===== src/hw/shift_port_pkg.sv =====
// constants for the synchronous serial shift port
package shift_port_pkg;
   localparam int unsigned DATA_W = 8;
   localparam int unsigned CNT_W = 3;
   localparam int unsigned DIV_W = 4;
   localparam int unsigned DIV_CNT_W = 14;
   localparam logic [DIV_W-1:0] DIV_MIN = 4'h1;
   localparam logic [DIV_W-1:0] DIV_MAX = 4'hf;
   localparam logic [DATA_W-1:0] SHIFT_RESET = 8'h00;
   localparam logic [DIV_W-1:0] DIV_RESET = 4'h1;
   localparam logic [CNT_W-1:0] LAST_BIT = 3'h7;
   localparam int unsigned REF_CLK_MHZ = 125;
   localparam int unsigned BUF_DEPTH = 2;

   typedef enum logic [1:0] {
      ST_IDLE,
      ST_LOW,
      ST_HIGH
   } shift_state_e;

   // half period of the shift clock, less one, in ref_clk cycles for a divider setting
   function automatic logic [DIV_CNT_W-1:0] half_period(input logic [DIV_W-1:0] sel);
      logic [DIV_W-1:0] s;
      s = (sel < DIV_MIN) ? DIV_MIN : sel;
      half_period = DIV_CNT_W'(DIV_CNT_W'(4) << (DIV_MAX - s));
   endfunction : half_period
endpackage : shift_port_pkg


===== src/hw/byte_stream_if.sv =====
// valid/ready byte stream between the shift engine and its buffer
`timescale 1ns/1ns
interface byte_stream_if;
   logic valid;
   logic ready;
   logic [shift_port_pkg::DATA_W-1:0] data;
   modport source (output valid, output data, input ready);
   modport sink (input valid, input data, output ready);
endinterface : byte_stream_if


===== src/hw/two_entry_buffer.sv =====
// two-entry buffer for received bytes
`timescale 1ns/1ns
module two_entry_buffer (
   input wire logic ref_clk,
   input wire logic rst_n,
   byte_stream_if.sink in_s,
   output logic out_valid,
   input wire logic out_ready,
   output logic [shift_port_pkg::DATA_W-1:0] out_data
);
   logic [shift_port_pkg::DATA_W-1:0] mem_reg [shift_port_pkg::BUF_DEPTH];
   logic [shift_port_pkg::DATA_W-1:0] mem_next [shift_port_pkg::BUF_DEPTH];
   logic [1:0] count_reg, count_next;
   logic push, pop;

   // -----------------------------
   // occupancy and handshakes
   // -----------------------------
   assign in_s.ready = (count_reg != 2'h2);
   assign out_valid = (count_reg != 2'h0);
   assign out_data = mem_reg[0];
   assign push = in_s.valid && in_s.ready;
   assign pop = out_valid && out_ready;

   // head at entry 0, shift forward on pop
   always_comb begin
      mem_next = mem_reg;
      count_next = count_reg;
      if (pop) begin
         mem_next[0] = mem_reg[1];
         count_next = count_next - 2'h1;
      end
      if (push) begin
         mem_next[(pop ? count_reg - 2'h1 : count_reg) == 2'h0 ? 0 : 1] = in_s.data;
         count_next = count_next + 2'h1;
      end
   end

   always_ff @(posedge ref_clk or negedge rst_n) begin
      if (!rst_n) begin
         mem_reg[0] <= shift_port_pkg::SHIFT_RESET;
         mem_reg[1] <= shift_port_pkg::SHIFT_RESET;
         count_reg <= 2'h0;
      end else begin
         mem_reg <= mem_next;
         count_reg <= count_next;
      end
   end
endmodule : two_entry_buffer


===== src/hw/sync_serial_shift_port.sv =====
// synchronous serial shift port: 8-bit shift register, master or slave clock
`timescale 1ns/1ns
module sync_serial_shift_port (
   input wire logic ref_clk,
   input wire logic rst_n,
   input wire logic master_mode,
   input wire logic [shift_port_pkg::DIV_W-1:0] clock_divider_register,
   input wire logic shift_wr,
   input wire logic [shift_port_pkg::DATA_W-1:0] shift_wdata,
   input wire logic start,
   input wire logic done_clear,
   output logic [shift_port_pkg::DATA_W-1:0] serial_shift_register,
   output logic done,
   output logic busy,
   output logic rx_valid,
   input wire logic rx_ready,
   output logic [shift_port_pkg::DATA_W-1:0] rx_data,
   input wire logic shift_clock_pin_in,
   output logic shift_clock_pin_out,
   output logic shift_clock_pin_oe,
   input wire logic serial_in,
   output logic serial_out
);
   shift_port_pkg::shift_state_e state_reg, state_next;
   logic [shift_port_pkg::DATA_W-1:0] shift_reg, shift_next;
   logic [shift_port_pkg::CNT_W-1:0] bit_reg, bit_next;
   logic [shift_port_pkg::DIV_CNT_W-1:0] div_reg, div_next;
   logic sck_reg, sck_next;
   logic so_reg, so_next;
   logic done_reg, done_next;
   logic ext_prev_reg;
   logic ext_prev_next;
   logic rise, fall, last_rise;
   byte_stream_if rx_s ();

   // -----------------------------
   // received byte buffer
   // -----------------------------
   two_entry_buffer u_rx_buf (
      .ref_clk(ref_clk),
      .rst_n(rst_n),
      .in_s(rx_s.sink),
      .out_valid(rx_valid),
      .out_ready(rx_ready),
      .out_data(rx_data)
   );

   // -----------------------------
   // shift clock edges
   // -----------------------------
   // master: divider expiry toggles own clock; slave: edges of the pin
   always_comb begin
      if (master_mode) begin
         rise = (state_reg == shift_port_pkg::ST_LOW) && (div_reg == '0);
         fall = (state_reg == shift_port_pkg::ST_HIGH) && (div_reg == '0);
      end else begin
         rise = (state_reg != shift_port_pkg::ST_IDLE) && shift_clock_pin_in && !ext_prev_reg;
         fall = (state_reg != shift_port_pkg::ST_IDLE) && !shift_clock_pin_in && ext_prev_reg;
      end
   end
   assign last_rise = rise && (bit_reg == shift_port_pkg::LAST_BIT);
   // a full buffer stalls the final sample in master mode
   assign rx_s.valid = last_rise;
   assign rx_s.data = {shift_reg[shift_port_pkg::DATA_W-2:0], serial_in};

   // -----------------------------
   // transfer engine
   // -----------------------------
   always_comb begin
      state_next = state_reg;
      shift_next = shift_reg;
      bit_next = bit_reg;
      div_next = div_reg;
      sck_next = sck_reg;
      so_next = so_reg;
      done_next = done_reg;
      if (done_clear) begin
         done_next = 1'b0;
      end
      if (master_mode && state_reg != shift_port_pkg::ST_IDLE && div_reg != '0) begin
         div_next = div_reg - 1'b1;
      end
      case (state_reg)
         shift_port_pkg::ST_IDLE: begin
            sck_next = 1'b0;
            if (shift_wr) begin
               shift_next = shift_wdata;
               so_next = shift_wdata[shift_port_pkg::DATA_W-1];
            end else if (start) begin
               state_next = shift_port_pkg::ST_LOW;
               bit_next = '0;
               done_next = 1'b0;
               so_next = shift_reg[shift_port_pkg::DATA_W-1];
               div_next = shift_port_pkg::half_period(clock_divider_register);
            end
         end
         shift_port_pkg::ST_LOW: begin
            if (rise && (!last_rise || rx_s.ready || !master_mode)) begin
               shift_next = {shift_reg[shift_port_pkg::DATA_W-2:0], serial_in};
               sck_next = 1'b1;
               div_next = shift_port_pkg::half_period(clock_divider_register);
               if (last_rise) begin
                  state_next = shift_port_pkg::ST_IDLE;
                  done_next = 1'b1;
                  // the eighth rise still reaches the pin; idle pulls it low next cycle
               end else begin
                  state_next = shift_port_pkg::ST_HIGH;
                  bit_next = bit_reg + 1'b1;
               end
            end
         end
         shift_port_pkg::ST_HIGH: begin
            if (fall) begin
               so_next = shift_reg[shift_port_pkg::DATA_W-1];
               sck_next = 1'b0;
               state_next = shift_port_pkg::ST_LOW;
               div_next = shift_port_pkg::half_period(clock_divider_register);
            end
         end
         default: begin
            state_next = shift_port_pkg::ST_IDLE;
         end
      endcase
   end

   always_ff @(posedge ref_clk or negedge rst_n) begin
      if (!rst_n) begin
         state_reg <= shift_port_pkg::ST_IDLE;
         shift_reg <= shift_port_pkg::SHIFT_RESET;
         bit_reg <= '0;
         div_reg <= '0;
         sck_reg <= 1'b0;
         so_reg <= 1'b0;
         done_reg <= 1'b0;
      end else begin
         state_reg <= state_next;
         shift_reg <= shift_next;
         bit_reg <= bit_next;
         div_reg <= div_next;
         sck_reg <= sck_next;
         so_reg <= so_next;
         done_reg <= done_next;
      end
   end

   // -----------------------------
   // pin history for slave edges
   // -----------------------------
   // previous pin level; reset low so an idle low pin gives no false edge
   always_comb begin
      ext_prev_next = shift_clock_pin_in;
   end

   always_ff @(posedge ref_clk or negedge rst_n) begin
      if (!rst_n) begin
         ext_prev_reg <= 1'b0;
      end else begin
         ext_prev_reg <= ext_prev_next;
      end
   end

   // -----------------------------
   // usage limits
   // -----------------------------
   // a load or a start while busy is ignored, so software waits for busy low
   // a start with a load in the same cycle loses: only the load is taken
   // a clear of the done flag in the completion cycle loses: the set wins
   // the done flag also drops at the next start, so no stale completion is seen
   // in master mode the last sample waits while the receive buffer is full,
   // which stretches the low phase of the eighth clock instead of losing a byte
   // in slave mode the far side owns the clock, so a full buffer drops the byte
   // slave pin edges are seen one ref_clk later; the pin must stay in each
   // level for at least one ref_clk cycle or an edge is missed
   // the pin is taken as synchronous; an asynchronous source needs a synchroniser
   // outside this block
   // a divider setting of zero is treated as setting 1 (DIV_MIN)
   // the divider is read at every half period, so a change takes effect at the
   // next shift clock edge and may give one odd-length phase
   // the shift clock stays low outside transfers; after the eighth sample it is
   // high for one ref_clk cycle before it returns low
   // serial_out holds the last bit sent until the next load or start
   // the master-mode output enable follows master_mode with no delay, so the
   // mode should only change while idle

   // -----------------------------
   // outputs
   // -----------------------------
   assign serial_shift_register = shift_reg;
   assign done = done_reg;
   assign busy = (state_reg != shift_port_pkg::ST_IDLE);
   assign serial_out = so_reg;
   assign shift_clock_pin_out = sck_reg;
   assign shift_clock_pin_oe = master_mode;
endmodule : sync_serial_shift_port


===== config.mk =====
export PLATFORM = sky130hd
export DESIGN_NAME = sync_serial_shift_port
export DESIGN_NICKNAME = d
export VERILOG_FILES = /design/src/hw/shift_port_pkg.sv /design/src/hw/byte_stream_if.sv /design/src/hw/two_entry_buffer.sv /design/src/hw/sync_serial_shift_port.sv
export SDC_FILE = /design/constraint.sdc
export NUM_CORES = 1
export LEC_CHECK = 0
export ABC_CLOCK_PERIOD_IN_PS = 2500
export BUFFER_PORTS_ARGS = -buffer_cell sky130_fd_sc_hd__buf_2
export CAP_MARGIN = 40
export CORE_ASPECT_RATIO = 0.6
export CORE_MARGIN = 10
export CORE_UTILIZATION = 55
export CTS_CLUSTER_SIZE = 20
export DETAILED_ROUTE_END_ITERATION = 10
export PLACE_DENSITY = 0.78
export SLEW_MARGIN = 20
export SYNTH_ARGS = -nofsm -noshare
export SYNTH_HDL_FRONTEND = slang
export SYNTH_SLANG_ARGS = --single-unit

===== constraint.sdc =====
create_clock -name ref_clk -period 2.5 [get_ports ref_clk]
set_input_delay 0.25 -clock ref_clk [delete_from_list [all_inputs] [get_ports ref_clk]]
set_output_delay 0.25 -clock ref_clk [all_outputs]
set_load 0.02 [all_outputs]

==> results.cfg, run 1 <==
[clocking]
cts_buffer_depth = 2
cts.sinks = 49
cts_made_buffers = 5
cts_max_level = 2
clock_latency_ns = 0.30
path_clk_slew_ns = 0.09
cts_root_buf = clkbuf_8
cts_tree = yes
post_cts_buffers = 0

[synthesis]
ys_ff_latch = 49
ys_seq_area_frac = 0.441
synthTopCellsByCount = 49 x dfrtp_1, 41 x mux2_2, 16 x nand2_1
synth_cell_types = 50
synthArstFlopShare = 1.00
syn_nets = 266
synth_area_leader_cell = dfrtp_1
synth.avg_cell_area_um2 = 11.6
syn_inst = 239
yosysTopAreaCellShare = 0.441
synth_edf_count = 0
yosysWarnings = 0
ys_top_cells_by_area = dfrtp_1 44%, mux2_2 17%, mux2i_1 4.7%
synth_ff_type = dfrtp_1
synth.most_common_cell = dfrtp_1
syn-cell-area_um2 = 2780

[sta]
fin_tns_setup_ns = 0
tightest_slew_ns = 0.560
drv_slew = 0
period_needed_ns = 2.31
max_freq_ghz = 0.433
setup_ws_ns = 0.191
slew_headroom = 0.625
setup_violations = 0
post-route-period-util = 0.924
skew_ns = 0.00859
hold_viol_final = 0
rsz0062_at_grt = no

[setup_path]
rr_startpoint = div_reg[0]
worstPathCellList = inv_1 > ha_1 > nor3b_4 > nand4_2 > buf_4 > a211oi_1 > a21oi_1 > buf_4 > mux2_2
crit_fanout = 8
criticalPathCategory = flip-flop to flip-flop
critPathRequiredTime_ns = 2.68
timing.reg2reg.setup_slack_ns = 0.19
worstSetupPathDepth = 9
cp_slowest_stage_delay_ns = 0.41
worst_r2r_endpoint = serial_shift_register[1]
worstRegToRegCells = 9
cp-endpoint = serial_shift_register[1]
crit_path_top_delay_cell = dfrtp_1
cpMostUsedCell = buf_4
critical-path-top-delay-family = buffers and inverters
worstPathArrival_ns = 2.49
worst-path-buf-inv = 3
end_kind = flip-flop
cp-start-kind = flip-flop
crit_start = div_reg[0]

[run_status]
outcome = finished clean

[route]
routed_via_density = 5.60
drtIter0Drc = 162
routed-via-count = 1959
dr.pass1.iters = 4
ant_nets = 0
wirelength_mm = 6.27
drt-wirelength-per-cell_um = 17.9
drc = 0

[layout]
instances_no_fill = 350
diodes = 0
seqCellArea_um2 = 1230
final_area_um2 = 3180
drive_gt1_frac = 0.401
nets = 314
multi_input_area_um2 = 1400
syn_to_final_growth_pct = 14.5
nFillCells = 348

[global_routing]
grt_pass1_wl_mm = 10.6
grt_pass1_vias = 2021
grt_max_degree = 23
grt_use_total = 0.153
overflow = 0
antenna_found_initial = 0

[placed_design]
post-dp-hpwl_mm = 4.75
place_ws_ns = 0.236
routabilityCongestion = 0.893
place_area_um2 = 3060
port_buffers = 42
place_inst = 342

[power_and_ir_drop]
peakVddDrop_mv = 0.542
seqPwrFrac = 0.368
p_sw_mw = 1.36
power.density_nw_per_um2 = 1070
clkPwrFrac = 0.165
comb_power_share = 0.467
p_sw_frac = 0.399
p_total_mw = 3.40
p_leak_nw = 1.62
internal-power_mw = 2.04

[floorplanning]
rows = 19
die_x_um = 112
initial_core_util = 0.588
io_pins = 43
dieHeight_um = 75.1
coreArea_um2 = 4730
dieArea_um2 = 8390

[worst_hold_path]
hp-class = input pin to flip-flop

[flow_run]
maxCapViolations = 0
-- placed cells by master, fill, tap and decap left out, types with 2 or more instances in the layout --
cell and instances:
nand2_1 16, buf_4 14, a32o_1 2, buf_2 42, inv_1 8, a22o_1 2
nand3b_1 3, o21bai_1 2, a21oi_1 3, and2_2 2, xnor2_1 2, ha_1 6
a211oi_1 3, mux2i_1 13, o21ai_0 5, nor2_1 7, nor2b_1 4, mux2_2 41
dfrtp_1 49, clkbuf_8 5, nor3_1 2, or2b_1 2, and3_1 2, xor2_1 13
nand3_1 10, nor4_1 2, nand4_1 2
-- worst min-delay path by stage --
stage                       start                         end  cells past startpoint
3_5_place_dp                rst_n        u_rx_buf.out_data[1]                      1
4_1_cts        shift_clock_pin_in                ext_prev_reg                      1
3_3_place_gp                rst_n        u_rx_buf.out_data[1]                      1
6_report       shift_clock_pin_in                ext_prev_reg                      1
2_1_floorplan               rst_n  asynchronous set/reset pin                      0
5_1_grt        shift_clock_pin_in                ext_prev_reg                      1
-- power groups by stage --
stage	logic [mW]	clock network [mW]	registers, mW
after CTS	1.57	0.571	1.24
after floorplan	1.03	0	1.29
final	1.58	0.562	1.25
after global placement	1.49	0	1.24
after detailed placement	1.53	0	1.25
after global routing	1.74	0.601	1.28
-- final cells by class --
class / instances / area share
clock buffers: 5 / 0.0216
clock inverters: 2 / 0.0122
inverters: 8 / 0.00943
multi-input cells: 165 / 0.438
flip-flops and latches: 49 / 0.385
well taps: 63 / 0.0248
repair buffers: 58 / 0.108
-- metrics by stage --
| stage | util | hold slack (ns) |
|---|---|---|
| floorplan | - | -0.0456 |
| finish | 0.673 | 0.0881 |
| CTS | 0.672 | 0.0835 |
| global placement | 0.647 | 0.168 |
| detailed placement | 0.647 | 0.173 |
| global route | 0.673 | 0.0778 |
-- metal layers --
layer | routed length [um] | global-route usage | share of wire
met1 | 3100 | 0.211 | 0.50
met2 | 2700 | 0.232 | 0.43
met3 | 437 | 0.0492 | 0.070
met4 | 27 | 0.0298 | 0.0043
met5 | 0 | 0 | 0
-- worst register-to-register path: stages, from the launching register on --
cell and delay [ns]:
dfrtp_1 0.41, inv_1 0.09, ha_1 0.18, nor3b_4 0.28
nand4_2 0.14, buf_4 0.18, a211oi_1 0.36, a21oi_1 0.08
buf_4 0.19, mux2_2 0.29
-- kinds of logic after synthesis --
family	synth area share
compound gates	0.0599
xor+xnor	0.0473
fa+ha+maj	0.0270
buf+inv	0.0594
flops	0.441
mux	0.217
simple gates	0.149
-- repair_timing --
item / CTS / global route
hold endpoints to repair: 13 / 0
resized for setup: 0 / 1
endpoints found under the setup margin: 0 / 25
hold buffers: 1 / 0
No activity file was read; power rests on OpenSTA's default activity.
==> inputs of run 2 (changes only) <==
--- a/config.mk
+++ b/config.mk
@@ -10,8 +10,10 @@
 export CAP_MARGIN = 40
+export CELL_PAD_IN_SITES_DETAIL_PLACEMENT = 2
+export CELL_PAD_IN_SITES_GLOBAL_PLACEMENT = 2
 export CORE_ASPECT_RATIO = 0.6
 export CORE_MARGIN = 10
-export CORE_UTILIZATION = 55
+export CORE_UTILIZATION = 37
 export CTS_CLUSTER_SIZE = 20
 export DETAILED_ROUTE_END_ITERATION = 10
-export PLACE_DENSITY = 0.78
+export PLACE_DENSITY_LB_ADDON = 0.1
 export SLEW_MARGIN = 20
--- a/constraint.sdc
+++ b/constraint.sdc
@@ -3,2 +3,2 @@
 set_output_delay 0.25 -clock ref_clk [all_outputs]
-set_load 0.02 [all_outputs]
+set_load 0.005 [all_outputs]
==> results.cfg, run 2 (synthesized netlist as in run 1, its figures left out) <==
[run_status]
outcome = finished clean

[layout]
postLayoutCoreUtil = 0.458
final_common_cell = dfrtp_1
seqCellArea_um2 = 1230
most-common-layout-cells = 49 x dfrtp_1, 42 x buf_2, 41 x mux2_2, 17 x buf_4, 16 x nand2_1
nFillCells = 766
drive_gt1_frac = 0.414
nets = 318
final_area_um2 = 3340
multi_input_area_um2 = 1400
syn_to_final_growth_pct = 20.3
instances_no_fill = 396
diodes = 0

[placed_design]
routabilityCongestion = 0.720
port_buffers = 42
place_area_um2 = 3150
place_inst = 387
post-dp-hpwl_mm = 6.59

[global_routing]
grt_pass1_wl_mm = 13.2
overflow = 0
grt_max_degree = 24
grt_use_total = 0.147
grt_pass1_vias = 2253
antenna_found_initial = 0

[clocking]
post_cts_buffers = 0
path_clk_slew_ns = 0.07
cts.sinks = 49
cts_max_level = 2
cts_made_buffers = 5
cts_root_buf = clkbuf_16
cts_buffer_depth = 2
cts_tree = yes
clock_latency_ns = 0.29

[power_and_ir_drop]
power.density_nw_per_um2 = 1080
clkPwrFrac = 0.220
internal-power_mw = 2.27
p_leak_nw = 1.67
p_sw_mw = 1.35
p_sw_frac = 0.373
seqPwrFrac = 0.351
peakVddDrop_mv = 0.434
comb_power_share = 0.429

[setup_path]
end_kind = flip-flop
cp-endpoint = serial_shift_register[7]
worstPathArrival_ns = 2.44
crit_start = div_reg[1]
critPathRequiredTime_ns = 2.68
criticalPathCategory = flip-flop to flip-flop
worst_r2r_endpoint = serial_shift_register[7]
timing.reg2reg.setup_slack_ns = 0.24
worstRegToRegCells = 9
rr_startpoint = div_reg[1]
cp-start-kind = flip-flop
crit_fanout = 8

[sta]
skew_ns = 0.00656
tightest_slew_ns = 0.446
fin_tns_setup_ns = 0
drv_slew = 0
post-route-period-util = 0.903
period_needed_ns = 2.26
setup_violations = 0
rsz0062_at_grt = no
hold_viol_final = 0
slew_headroom = 0.700
max_freq_ghz = 0.443

[floorplanning]
initial_core_util = 0.381
rows = 24
io_pins = 43
coreArea_um2 = 7300
dieArea_um2 = 11500
dieHeight_um = 87.1
die_x_um = 132

[route]
ant_nets = 0
wirelength_mm = 8.18
dr.pass1.iters = 4
drtIter0Drc = 72
drc = 0
routed_via_density = 5.06
drt-wirelength-per-cell_um = 20.7
routed-via-count = 2003

[worst_hold_path]
worstHoldStart = shift_clock_pin_in
hp-class = input pin to flip-flop

[flow_run]
maxCapViolations = 0
-- run 2: metal layers --
metal | up-vias | track usage | part of all wire | routed length (um)
met5 | - | 0 | 0 | 0
met4 | 0 | 0.0302 | 0.0066 | 54
met3 | 7 | 0.0397 | 0.042 | 344
met2 | 26 | 0.202 | 0.40 | 3270
met1 | 1018 | 0.221 | 0.55 | 4510
li1 | 952 | - | - | -
-- run 2: worst min path at each step --
stage                                             to  cells past startpoint
after detailed placement        u_rx_buf.out_data[4]                      1
final                                   ext_prev_reg                      1
after floorplan           asynchronous set/reset pin                      0
after global routing                    ext_prev_reg                      1
after global placement          u_rx_buf.out_data[4]                      1
after CTS                               ext_prev_reg                      1
-- run 2: layout make-up --
type	count	share of cell area
multi-input cells	165	0.418
flip-flops and latches	49	0.367
repair buffers	62	0.116
clock buffers	7	0.0427
well taps	104	0.0389
clock inverters	1	0.00898
inverters	8	0.00898
-- run 2: worst max-delay path, stage by stage, from the launching register on --
cell      delay, ns
dfrtp_1        0.44
inv_1          0.08
ha_1           0.15
nor3b_2        0.26
nand4_2        0.14
buf_4          0.18
a211oi_2       0.35
a21oi_1        0.07
buf_4          0.19
mux2_2         0.28
-- run 2: timing repair --
action                                  4_1_cts  5_1_grt
gates resized for setup                       0        2
hold endpoints to repair                     11        0
endpoints found under the setup margin        0       16
hold buffers                                  1        0
-- run 2: power groups by stage --
| stage | clock (mW) | sequential, mW | combinational [mW] |
|---|---|---|---|
| detailed placement | 0 | 1.29 | 1.54 |
| floorplan | 0 | 1.20 | 1.01 |
| finish | 0.799 | 1.27 | 1.55 |
| CTS | 0.813 | 1.28 | 1.57 |
| global placement | 0 | 1.27 | 1.48 |
| global route | 0.853 | 1.31 | 1.73 |
-- run 2: through the flow --
stage,power (mW),setup WS [ns],hold WS [ns]
floorplan,2.21,0.201,-0.0456
global placement,2.75,0.144,0.154
detailed placement,2.83,0.0971,0.152
CTS,3.66,0.0731,0.0902
global route,3.89,0.0361,0.0883
finish,3.63,0.242,0.0916
